**src/core/wide_write_pkg.sv**
```systemverilog
// shared constants for the wide write master and its local-side driver
package wide_write_pkg;
    localparam int ADDR_W       = 32;
    localparam int DATA_W       = 64;
    localparam int BE_W         = 8;
    localparam int BEATS_W      = 4;
    localparam int FIFO_W       = DATA_W + BE_W;
    localparam int FIFO_DEPTH   = 8;
    localparam logic [BEATS_W-1:0] FALLBACK_BEATS = 4'h2;
    localparam logic [BEATS_W-1:0] BEATS_RESET    = 4'h0;
    localparam logic [3:0]  CMD_MEM_WRITE = 4'h7;

    typedef enum logic [3:0] {
        TXN_IDLE      = 4'h0,
        TXN_ADDR_LOAD = 4'h1,
        TXN_BUS       = 4'h2,
        TXN_TERM      = 4'h3
    } txn_state_e;

    typedef enum logic [1:0] {
        END_NONE   = 2'h0,
        END_NORMAL = 2'h1
    } end_reason_e;
endpackage

```
**src/core/wide_write_if.sv**
```systemverilog
// local-side link between the local master and the wide write master
`timescale 1ns/1ps
interface wide_write_if;
    import wide_write_pkg::*;
    logic                 local_wide_request_n;
    logic [ADDR_W-1:0]    local_addr_in;
    logic [3:0]           local_cmd_in;
    logic [BEATS_W-1:0]   requested_beats;
    logic [DATA_W-1:0]    local_data_in;
    logic [BE_W-1:0]      local_cmd_byteen_in;
    logic                 local_ready_n;
    logic                 local_grant_n;
    logic [3:0]           local_txn_state;
    logic                 low_word_take_n;
    logic                 high_word_take_n;
    logic                 wide_txn_active_n;
    logic [1:0]           end_reason;

    modport core (
        input  local_wide_request_n, local_addr_in, local_cmd_in, requested_beats,
        input  local_data_in, local_cmd_byteen_in, local_ready_n,
        output local_grant_n, local_txn_state, low_word_take_n, high_word_take_n,
        output wide_txn_active_n, end_reason
    );
    modport local_master (
        output local_wide_request_n, local_addr_in, local_cmd_in, requested_beats,
        output local_data_in, local_cmd_byteen_in, local_ready_n,
        input  local_grant_n, local_txn_state, low_word_take_n, high_word_take_n,
        input  wide_txn_active_n, end_reason
    );
endinterface

```
**src/core/word_fifo.sv**
```systemverilog
// parameterised valid/ready fifo
`timescale 1ns/1ps
module word_fifo #(
    parameter int WIDTH = 72,
    parameter int DEPTH = 8
) (
    input  wire logic             clock,
    input  wire logic             rst_b,
    input  wire logic             in_valid,
    output logic                  in_ready,
    input  wire logic [WIDTH-1:0] in_data,
    output logic                  out_valid,
    input  wire logic             out_ready,
    output logic [WIDTH-1:0]      out_data
);
    localparam int AW = $clog2(DEPTH);
    logic [WIDTH-1:0] mem [DEPTH];
    logic [AW-1:0]    wr_ptr_reg;
    logic [AW-1:0]    rd_ptr_reg;
    logic [AW:0]      count_reg;
    logic             push;
    logic             pop;

    assign in_ready  = (count_reg != (AW+1)'(DEPTH));
    assign out_valid = (count_reg != '0);
    assign out_data  = mem[rd_ptr_reg];
    assign push      = in_valid && in_ready;
    assign pop       = out_valid && out_ready;

    always_ff @(posedge clock)
    begin
        if (!rst_b)
        begin
            wr_ptr_reg <= '0;
            rd_ptr_reg <= '0;
            count_reg  <= '0;
        end
        else
        begin
            if (push)
            begin
                mem[wr_ptr_reg] <= in_data;
                wr_ptr_reg      <= (wr_ptr_reg == AW'(DEPTH-1)) ? '0 : wr_ptr_reg + 1'b1;
            end
            if (pop)
            begin
                rd_ptr_reg <= (rd_ptr_reg == AW'(DEPTH-1)) ? '0 : rd_ptr_reg + 1'b1;
            end
            count_reg <= count_reg + (AW+1)'(push) - (AW+1)'(pop);
        end
    end
endmodule

```
**src/core/wide_write_master.sv**
```systemverilog
// pci master end: wide write request with 32-bit width fallback
`timescale 1ns/1ps
module wide_write_master
    import wide_write_pkg::*;
(
    input  wire logic    clock,
    input  wire logic    rst_b,
    wide_write_if.core   lm,
    output logic         reqn,
    input  wire logic    gntn,
    input  wire logic    framen_in,
    input  wire logic    irdyn_in,
    output logic         framen_out,
    output logic         framen_oe_n,
    output logic         req64n_out,
    output logic         req64n_oe_n,
    output logic         irdyn_out,
    output logic         irdyn_oe_n,
    output logic [63:0]  ad_out,
    output logic         ad_lo_oe_n,
    output logic         ad_hi_oe_n,
    output logic [7:0]   cben_out,
    output logic         cben_lo_oe_n,
    output logic         cben_hi_oe_n,
    input  wire logic    devseln,
    input  wire logic    trdyn,
    input  wire logic    ack64n
);
    typedef struct packed {
        txn_state_e          txn;
        end_reason_e         why;
        logic                reqn;
        logic                grant_n;
        logic                wide_n;
        logic                lo_take_n;
        logic                hi_take_n;
        logic [BEATS_W-1:0]  beats;
        logic [ADDR_W-1:0]   addr;
        logic [3:0]          cmd;
        logic                framen;
        logic                req64n;
        logic                irdyn;
        logic                drive;
        logic                drive_hi;
        logic                irdy_drive;
        logic                data_out;
        logic                upper_sent;
        logic [63:0]         ad;
        logic [7:0]          cben;
        logic                req_prev;
        logic                gnt_prev;
        logic                rdy_prev;
        logic                dev_prev;
    } state_s;

    state_s st_reg;
    state_s st_next;
    logic   done_phase;
    logic   fifo_in_ready;
    logic   fifo_valid;
    logic   fifo_pop;
    logic [FIFO_W-1:0] fifo_data;

    // the fifo decouples the local write data from the pci data phases
    word_fifo #(.WIDTH(FIFO_W), .DEPTH(FIFO_DEPTH)) data_q (
        .clock     (clock),
        .rst_b     (rst_b),
        .in_valid  (!st_reg.lo_take_n && !st_reg.hi_take_n),
        .in_ready  (fifo_in_ready),
        .in_data   ({lm.local_cmd_byteen_in, lm.local_data_in}),
        .out_valid (fifo_valid),
        .out_ready (fifo_pop),
        .out_data  (fifo_data)
    );

    assign done_phase = !st_reg.irdyn && !trdyn && st_reg.irdy_drive;
    assign fifo_pop   = done_phase && st_reg.upper_sent && fifo_valid;

    always_comb
    begin
        st_next          = st_reg;
        st_next.req_prev = !lm.local_wide_request_n;
        st_next.gnt_prev = !gntn;
        st_next.rdy_prev = !lm.local_ready_n;
        st_next.dev_prev = !devseln;
        st_next.lo_take_n = 1'b1;
        st_next.hi_take_n = 1'b1;
        if (!lm.local_wide_request_n && st_reg.txn != TXN_BUS)
            st_next.reqn = 1'b0;
        if (!framen_in && st_reg.framen == 1'b0 && lm.local_wide_request_n)
            st_next.reqn = 1'b1;
        if (st_reg.txn == TXN_IDLE || st_reg.txn == TXN_TERM)
            st_next.grant_n = !(!gntn && framen_in && irdyn_in);
        else
            st_next.grant_n = gntn;
        case (st_reg.txn)
            TXN_IDLE, TXN_TERM:
            begin
                if (st_reg.txn == TXN_TERM)
                    st_next.txn = TXN_IDLE;
                st_next.drive      = 1'b0;
                st_next.drive_hi   = 1'b0;
                st_next.irdy_drive = 1'b0;
                st_next.irdyn      = 1'b1;
                if (st_reg.req_prev && st_reg.gnt_prev && framen_in && irdyn_in)
                begin
                    st_next.txn    = TXN_ADDR_LOAD;
                    st_next.addr   = lm.local_addr_in;
                    st_next.cmd    = lm.local_cmd_in;
                    st_next.beats  = lm.requested_beats;
                    st_next.wide_n = 1'b0;
                    st_next.why    = END_NONE;
                end
            end
            TXN_ADDR_LOAD:
            begin
                if (st_reg.gnt_prev)
                begin
                    st_next.txn        = TXN_BUS;
                    st_next.framen     = 1'b0;
                    st_next.req64n     = 1'b0;
                    st_next.drive      = 1'b1;
                    st_next.ad         = {32'h0, st_reg.addr};
                    st_next.cben       = {4'h0, st_reg.cmd};
                    st_next.data_out   = 1'b0;
                    st_next.upper_sent = 1'b0;
                    st_next.beats      = lm.requested_beats;
                    if (!lm.local_ready_n && fifo_in_ready)
                    begin
                        st_next.lo_take_n = 1'b0;
                        st_next.hi_take_n = 1'b0;
                    end
                end
            end
            TXN_BUS:
            begin
                if (!st_reg.lo_take_n && !st_reg.hi_take_n)
                begin
                    st_next.ad       = lm.local_data_in;
                    st_next.cben     = lm.local_cmd_byteen_in;
                    st_next.drive_hi = 1'b1;
                    st_next.data_out = 1'b1;
                end
                if (!devseln && !trdyn && ack64n && !st_reg.wide_n)
                begin
                    st_next.wide_n = 1'b1;
                    st_next.beats  = FALLBACK_BEATS;
                end
                if (st_reg.dev_prev && st_reg.rdy_prev && st_reg.data_out)
                begin
                    st_next.irdyn      = 1'b0;
                    st_next.irdy_drive = 1'b1;
                end
                if (done_phase)
                begin
                    st_next.beats = st_reg.beats - 1'b1;
                    if (st_reg.beats <= 4'h1)
                    begin
                        st_next.txn      = TXN_TERM;
                        st_next.why      = END_NORMAL;
                        st_next.framen   = 1'b1;
                        st_next.req64n   = 1'b1;
                        st_next.drive    = 1'b0;
                        st_next.drive_hi = 1'b0;
                        st_next.irdyn    = 1'b1;
                        st_next.beats    = BEATS_RESET;
                    end
                    else
                    begin
                        // upper word moves to the low lanes for the second phase
                        st_next.ad         = {32'h0, fifo_data[63:32]};
                        st_next.cben       = {4'h0, fifo_data[71:68]};
                        st_next.drive_hi   = 1'b0;
                        st_next.upper_sent = 1'b1;
                        st_next.framen     = 1'b0;
                        if (st_reg.beats == 4'h2)
                            st_next.framen = 1'b1;
                    end
                end
            end
            default:
            begin
                st_next.txn = TXN_IDLE;
            end
        endcase
    end

    always_ff @(posedge clock)
    begin
        if (!rst_b)
        begin
            st_reg           <= '0;
            st_reg.txn       <= TXN_IDLE;
            st_reg.why       <= END_NONE;
            st_reg.reqn      <= 1'b1;
            st_reg.grant_n   <= 1'b1;
            st_reg.wide_n    <= 1'b1;
            st_reg.lo_take_n <= 1'b1;
            st_reg.hi_take_n <= 1'b1;
            st_reg.framen    <= 1'b1;
            st_reg.req64n    <= 1'b1;
            st_reg.irdyn     <= 1'b1;
        end
        else
        begin
            st_reg <= st_next;
        end
    end

    assign reqn                 = st_reg.reqn;
    assign framen_out           = st_reg.framen;
    assign req64n_out           = st_reg.req64n;
    assign irdyn_out            = st_reg.irdyn;
    assign ad_out               = st_reg.ad;
    assign cben_out             = st_reg.cben;
    // frame is released right after the last data phase; only irdy stays driven one cycle longer
    assign framen_oe_n          = !st_reg.drive;
    assign req64n_oe_n          = !st_reg.drive;
    assign irdyn_oe_n           = !(st_reg.drive || st_reg.irdy_drive);
    assign ad_lo_oe_n           = !st_reg.drive;
    assign cben_lo_oe_n         = !st_reg.drive;
    assign ad_hi_oe_n           = !st_reg.drive_hi;
    assign cben_hi_oe_n         = !st_reg.drive_hi;
    assign lm.local_grant_n     = st_reg.grant_n;
    assign lm.local_txn_state   = st_reg.txn;
    assign lm.low_word_take_n   = st_reg.lo_take_n;
    assign lm.high_word_take_n  = st_reg.hi_take_n;
    assign lm.wide_txn_active_n = st_reg.wide_n;
    assign lm.end_reason        = st_reg.why;
endmodule

```
**src/flat_wrapper.sv**
```systemverilog
// flat-port wrapper written by rule: the top's interface ports become plain ports
module wide_write_master_flat import wide_write_pkg::*;
  (clock, rst_b, reqn, gntn, framen_in, irdyn_in, framen_out, framen_oe_n, req64n_out, req64n_oe_n, irdyn_out, irdyn_oe_n, ad_out, ad_lo_oe_n, ad_hi_oe_n, cben_out, cben_lo_oe_n, cben_hi_oe_n, devseln, trdyn, ack64n, lm_local_wide_request_n, lm_local_addr_in, lm_local_cmd_in, lm_requested_beats, lm_local_data_in, lm_local_cmd_byteen_in, lm_local_ready_n, lm_local_grant_n, lm_local_txn_state, lm_low_word_take_n, lm_high_word_take_n, lm_wide_txn_active_n, lm_end_reason);
  wide_write_if lm_i ();
  input  wire logic clock;
  input  wire logic rst_b;
  output logic reqn;
  input  wire logic gntn;
  input  wire logic framen_in;
  input  wire logic irdyn_in;
  output logic framen_out;
  output logic framen_oe_n;
  output logic req64n_out;
  output logic req64n_oe_n;
  output logic irdyn_out;
  output logic irdyn_oe_n;
  output logic [63:0] ad_out;
  output logic ad_lo_oe_n;
  output logic ad_hi_oe_n;
  output logic [7:0] cben_out;
  output logic cben_lo_oe_n;
  output logic cben_hi_oe_n;
  input  wire logic devseln;
  input  wire logic trdyn;
  input  wire logic ack64n;
  input wire logic [$bits(lm_i.local_wide_request_n)-1:0] lm_local_wide_request_n;
  input wire logic [$bits(lm_i.local_addr_in)-1:0] lm_local_addr_in;
  input wire logic [$bits(lm_i.local_cmd_in)-1:0] lm_local_cmd_in;
  input wire logic [$bits(lm_i.requested_beats)-1:0] lm_requested_beats;
  input wire logic [$bits(lm_i.local_data_in)-1:0] lm_local_data_in;
  input wire logic [$bits(lm_i.local_cmd_byteen_in)-1:0] lm_local_cmd_byteen_in;
  input wire logic [$bits(lm_i.local_ready_n)-1:0] lm_local_ready_n;
  output wire logic [$bits(lm_i.local_grant_n)-1:0] lm_local_grant_n;
  output wire logic [$bits(lm_i.local_txn_state)-1:0] lm_local_txn_state;
  output wire logic [$bits(lm_i.low_word_take_n)-1:0] lm_low_word_take_n;
  output wire logic [$bits(lm_i.high_word_take_n)-1:0] lm_high_word_take_n;
  output wire logic [$bits(lm_i.wide_txn_active_n)-1:0] lm_wide_txn_active_n;
  output wire logic [$bits(lm_i.end_reason)-1:0] lm_end_reason;
  assign lm_i.local_wide_request_n = lm_local_wide_request_n;
  assign lm_i.local_addr_in = lm_local_addr_in;
  assign lm_i.local_cmd_in = lm_local_cmd_in;
  assign lm_i.requested_beats = lm_requested_beats;
  assign lm_i.local_data_in = lm_local_data_in;
  assign lm_i.local_cmd_byteen_in = lm_local_cmd_byteen_in;
  assign lm_i.local_ready_n = lm_local_ready_n;
  assign lm_local_grant_n = lm_i.local_grant_n;
  assign lm_local_txn_state = lm_i.local_txn_state;
  assign lm_low_word_take_n = lm_i.low_word_take_n;
  assign lm_high_word_take_n = lm_i.high_word_take_n;
  assign lm_wide_txn_active_n = lm_i.wide_txn_active_n;
  assign lm_end_reason = lm_i.end_reason;
  wide_write_master u_core (.clock(clock), .rst_b(rst_b), .lm(lm_i), .reqn(reqn), .gntn(gntn), .framen_in(framen_in), .irdyn_in(irdyn_in), .framen_out(framen_out), .framen_oe_n(framen_oe_n), .req64n_out(req64n_out), .req64n_oe_n(req64n_oe_n), .irdyn_out(irdyn_out), .irdyn_oe_n(irdyn_oe_n), .ad_out(ad_out), .ad_lo_oe_n(ad_lo_oe_n), .ad_hi_oe_n(ad_hi_oe_n), .cben_out(cben_out), .cben_lo_oe_n(cben_lo_oe_n), .cben_hi_oe_n(cben_hi_oe_n), .devseln(devseln), .trdyn(trdyn), .ack64n(ack64n));
endmodule
```
**config.mk**
```make
export PLATFORM = sky130hd
export DESIGN_NAME = wide_write_master_flat
export DESIGN_NICKNAME = d
export VERILOG_FILES = /design/src/core/wide_write_pkg.sv /design/src/core/wide_write_if.sv /design/src/core/word_fifo.sv /design/src/core/wide_write_master.sv /design/src/flat_wrapper.sv
export SDC_FILE = /design/constraint.sdc
export NUM_CORES = 1
export LEC_CHECK = 0
export BUFFER_PORTS_ARGS = -buffer_cell sky130_fd_sc_hd__buf_2
export CAP_MARGIN = 25
export CORE_MARGIN = 3
export CORE_UTILIZATION = 40
export DETAILED_ROUTE_END_ITERATION = 10
export GPL_TIMING_DRIVEN = 0
export HOLD_SLACK_MARGIN = 0.03
export PLACE_DENSITY_LB_ADDON = 0.1
export SETUP_SLACK_MARGIN = 0.2
export SKIP_CTS_REPAIR_TIMING = 1
export SYNTH_ARGS = -nofsm -noshare
export SYNTH_HDL_FRONTEND = slang
export SYNTH_SLANG_ARGS = --single-unit
```
**constraint.sdc**
```tcl
create_clock -name clock -period 10.1 [get_ports clock]
set_input_delay 1.01 -clock clock [delete_from_list [all_inputs] [get_ports clock]]
set_output_delay 1.01 -clock clock [all_outputs]
set_load 0.01 [all_outputs]
```
==> run metrics, run 1 <==
critical path type flop to flop; Core ar. 44800 um2; Final Skew 0.0147 ns; remaining antenna violation count after routing 0; largest family of logic cells by synthesized area multiplexers; final hold viol count 0; Initial Util 41.0%; Main synth FF type edfxtp_1; Max Freq 266 MHz; ys async rst share 0%; Mapped Cells 1344; first-pass iteration count of the detailed router 5; xor and xnor area share after synthesis 0.0954%; global route overflow 0; Synth cell types 61; Tightest Hold Check Type flop to flop; CP required 10.38 ns; most frequent cells in the layout edfxtp_1 (288), buf_2 (235), dfxtp_1 (144); Synth Warn # 0; Leakage 0.00811 uW; Setup-failing EPs final 0; initial antenna violation count 3; gr usage total 20.8%; antenna fix cells 0; CTS H-tree lvls 2; RSZ-0062 raised after global routing no; vias in the first global route 11700; Worst path top cell family by delay simple AND/OR/NAND/NOR gates; clk sink count 432; final wirelength 50900 um; Port Buffers 210; Worst-Skew Late Latency 0.57 ns; Slew Viols, Final 0; Crit. End Element flop; die area 48500 um2; Root Driver clkbuf_16; Sequential cell area 11500 um2; first-iteration detailed-routing DRC count 840; register area share after synthesis 62.8%; hpwl dp 35700 um; synthesis-stage register bit count 432; CP most frequent cell buf_6; first-pass GRT wire length 74600 um; slew margin rel. 27.1%; worst path bufs/invs 5; share of the synthesized area in the top cell type 47.1%; row count 77; via/cell ratio 5.34; max FFs per register 288; synth top area cells edfxtp_1 (47%), dfxtp_1 (16%), mux4_2 (7.1%), mux2i_1 (7.0%), buf_4 (3.5%); worst-margin pin slew 1.09 ns; DR WL/cell 22.6 um; share of layout cells above drive strength 1 29.5%; critical path arrival 4.05 ns; commonest non-fill, non-tap cell in the layout edfxtp_1; Max Cap Viol 0; largest net degree at the start of global routing 25; die height 220 um; final period utilization 37.3%; Min Clock Period, post-route 3.77 ns; Fillers 3960; clk buf depth 3; Final GP Congestion 0.841; Setup TNS 0 ns; mux cell area share after synthesis 14.3%; critical path's slowest cell nor3_2; cts bufs inserted 47; CTS tree yes; maximum vdd ir drop 100 uV; Post-synth EDFFs 288; Post-Syn Area 18400 um2; PwrDens 178 nW/um2; post-route cell area 22000 um2; # nets final 1760; Vias 12000; cell area after placement 20400 um2; Synth Area in Compound Gates 8.35%; layout overhead on the synthesized area 19.8%; adder-cell area share of the yosys netlist 1.27%; die width 220 um; Clock transition at path regs 0.06 ns; I/O pin total 215; startpoint types flop; largest area contributor in the netlist edfxtp_1; status finished clean; Avg Cell Area, Syn 13.7 um2; critical path's largest stage delay 0.84 ns; area of the multi-input gates 5800 um2; Post-route DRC 0; Post-Synth Simple-Gate Area 7.23%; Critical Path, Cell by Cell clkbuf_1 -> clkbuf_1 -> a21oi_1 -> nand3_1 -> nor3_2 -> buf_6 -> buf_6 -> buf_6; worst-path fanout max 10
-- tightest hold or removal path: cells and delay by family, from the launching register on --
| family | cells | cell delay, ns |
|---|---|---|
| AOI/OAI and AO/OA | 1 | 0.05 |
| DFF | 1 | 0.30 |
| and+or+nand+nor | 1 | 0.05 |
-- through the flow --
step                      hold WS [ns]  power (uW)  setup slack [ns]  utilization [%]  std cells
after floorplan                  0.431        2120              5.49                -       1346
after global placement           0.441        2230              2.04             45.0       2148
after detailed placement         0.445        2230              5.97             45.6       2163
after CTS                        0.454        3960              6.32             49.1       2250
after global routing             0.477        4060              6.15             49.1       2250
final                            0.449        3920              6.33             49.1       2250
-- kinds of logic after synthesis --
logic type,after synthesis
AND/OR/NAND/NOR,284
buffers and inverters,194
AO/OA/AOI/OAI,224
multiplexers,189
XOR/XNOR,2
adder cells (fa/ha/maj),18
other,1
flip-flops,432
-- per-layer routing --
metal | track usage, % | share of wire [%]
met1 | 30.7 | 47
met2 | 32.5 | 46
met3 | 2.95 | 6.1
met4 | 5.34 | 1.9
met5 | 0 | 0.028
-- cells in the mapped netlist (3+ instances only) --
master and instances:
edfxtp_1 288, clkbuf_1 50, a32oi_1 4, or3_1 3, and2_1 16, o32ai_1 8
inv_1 25, mux4_2 58, o211ai_1 3, mux2i_1 129, nand2_1 115, dfxtp_1 144
o211a_1 7, a22oi_1 7, nand3_1 3, o2111ai_1 6, buf_2 25, nor2_1 37
a21oi_1 76, buf_4 85, nor3_1 64, a311o_1 22, buf_6 3, a41oi_1 7
ha_1 17, a31oi_1 29, nand2b_1 28, o21ai_0 33, nor2b_1 4, buf_1 5
-- worst paths after layout --
path / from / to / slack (ns) / depth (start not counted)
max: u_core.lm.high_word_take_n / u_core.data_q.mem[1][53] / 6.33 / 8
max reg2reg: u_core.lm.high_word_take_n / u_core.data_q.mem[1][53] / 6.33 / 8
min: u_core.st_reg[118] / u_core.st_reg[118] / 0.45 / 2
min reg2reg: u_core.st_reg[118] / u_core.st_reg[118] / 0.45 / 2
-- report_power, final --
group          internal, uW  switching, uW
clock network          1030            695
logic                   105            167
registers              1910           21.0
-- area by class of cell --
cell class | instances | area share [%]
plain buffers | 168 | 4.56
clock buffers | 63 | 5.89
clock inverters | 24 | 1.15
inverters | 26 | 0.444
multi-input cells | 720 | 26.4
flip-flops and latches | 432 | 52.4
well taps | 592 | 3.37
repair buffers | 225 | 5.80
Note: power is estimated with default switching activity, not from simulation.
==> run 2, diff against run 1 <==
clock period = 3.95 ns   (was 10.1 ns; I/O delays follow)
==> run metrics, run 2 (synthesized netlist as in run 1, its figures left out) <==
worst reg2reg path endpoint u_core.data_q.mem[1][52]; post-route cell area 22000 um2; hold_ws 0.0652 ns; Tightest Hold Check Type input pin to flop; Design Power 9940 uW; startpoint types flop; gr usage total 20.5%; critical path arrival 3.55 ns; worst-path fanout max 12; switching part of the total 22.5%; Setup-failing EPs final 0; Max Freq 306 MHz; max FFs per register 288; antenna fix cells 0; final wirelength 50000 um; PwrDens 451 nW/um2; DR WL/cell 22.3 um; first-iteration detailed-routing DRC count 938; Min Clock Period, post-route 3.27 ns; cell area after placement 20500 um2; reg-to-reg slack, setup 0.68 ns; status finished clean; Initial Util 41.0%; die height 220 um; Max Cap Viol 0; Worst Hold Path EP u_core.st_reg[91]; Post-route DRC 0; P_sw 2230 uW; cts bufs inserted 46; largest net degree at the start of global routing 23; Leakage 0.00810 uW; Layout Cells excl Fill 2248; CP required 4.23 ns; crit path launch u_core.lm.high_word_take_n; CTS H-tree lvls 2; remaining antenna violation count after routing 0; first-pass iteration count of the detailed router 5; fin util 49.2%; Slew Viols, Final 0; die width 220 um; Root Driver clkbuf_16; maximum vdd ir drop 311 uV; hpwl dp 35200 um; Final GP Congestion 0.838; # nets final 1759; RSZ-0062 raised after global routing no; initial antenna violation count 2; layout overhead on the synthesized area 20.0%; I/O pin total 215; CTS tree yes; share of layout cells above drive strength 1 29.3%; RR Startpoint u_core.lm.high_word_take_n; Fillers 3955; vias in the first global route 11600; internal power 7700 uW; global route overflow 0; commonest non-fill, non-tap cell in the layout edfxtp_1; clk sink count 432; Port Buffers 210; combinational share of power 7.0%; first-pass GRT wire length 73500 um; Worst-Skew Late Latency 0.58 ns; sequential share of power 49.5%; Sequential cell area 11500 um2; area of the multi-input gates 5810 um2; Reg2Reg Depth 8; WHS Path Cells 3; most frequent cells in the layout edfxtp_1 (288), buf_2 (235), dfxtp_1 (144); clk buf depth 3; Final Skew 0.0155 ns; worst-margin pin slew 0.995 ns; Hold Path Origin lm_local_addr_in[3]; Core ar. 44800 um2; Clock transition at path regs 0.06 ns; clock share of power 43.5%; final period utilization 82.7%; via/cell ratio 5.27; die area 48500 um2; critical path type flop to flop; row count 77; Vias 11800; Crit. End Element flop; dpl cells 2159; final hold viol count 0; slew margin rel. 33.7%
run 2: per-layer routing:
| layer | up-vias | routed length [um] | track usage (%) |
|---|---|---|---|
| met5 | - | 20 | 0 |
| met4 | 4 | 1090 | 5.28 |
| met3 | 70 | 3170 | 4.04 |
| met2 | 358 | 22500 | 31.6 |
| met1 | 5846 | 23300 | 29.8 |
| li1 | 5568 | - | - |
run 2: worst max-delay path by stage:
| stage | end | slack (ns) | cells after the start |
|---|---|---|---|
| 2_1_floorplan | u_core.data_q.mem[7][32] | 0.50 | 5 |
| 3_3_place_gp | u_core.data_q.mem[5][53] | -1.65 | 5 |
| 3_5_place_dp | u_core.data_q.mem[1][52] | 0.45 | 8 |
| 4_1_cts | u_core.data_q.mem[1][46] | 0.44 | 8 |
| 5_1_grt | u_core.data_q.mem[1][46] | 0.48 | 8 |
| 6_report | u_core.data_q.mem[1][52] | 0.68 | 8 |
run 2: power by group through the flow:
stage	Sequential, uW	Clock, uW	Combinational [uW]
floorplan	5000	0	408
global placement	5020	0	680
detailed placement	5020	0	692
CTS	4920	4410	694
global route	4930	4610	769
finish	4920	4320	693
run 2: final cells by class:
type / count / area share (%)
well taps: 592 / 3.36
flip-flops and latches: 432 / 52.3
clock buffers: 66 / 6.07
clock inverters: 19 / 0.891
plain buffers: 168 / 4.55
inverters: 26 / 0.443
repair buffers: 225 / 6.00
multi-input cells: 720 / 26.4
run 2: per-stage QoR:
stage	TNS (ns)	setup slack, ns
floorplan	0	0.501
global route	0	0.476
CTS	0	0.436
global placement	-439.36	-1.65
detailed placement	0	0.449
finish	0	0.682
run 2: worst max-delay path, stage by stage, from the launching register on:
cell and delay (ns):
dfxtp_1 0.33, clkbuf_1 0.22, clkbuf_1 0.40, a21oi_2 0.44
nand3_1 0.39, nor3_4 0.61, buf_16 0.23, buf_16 0.16
buf_8 0.16
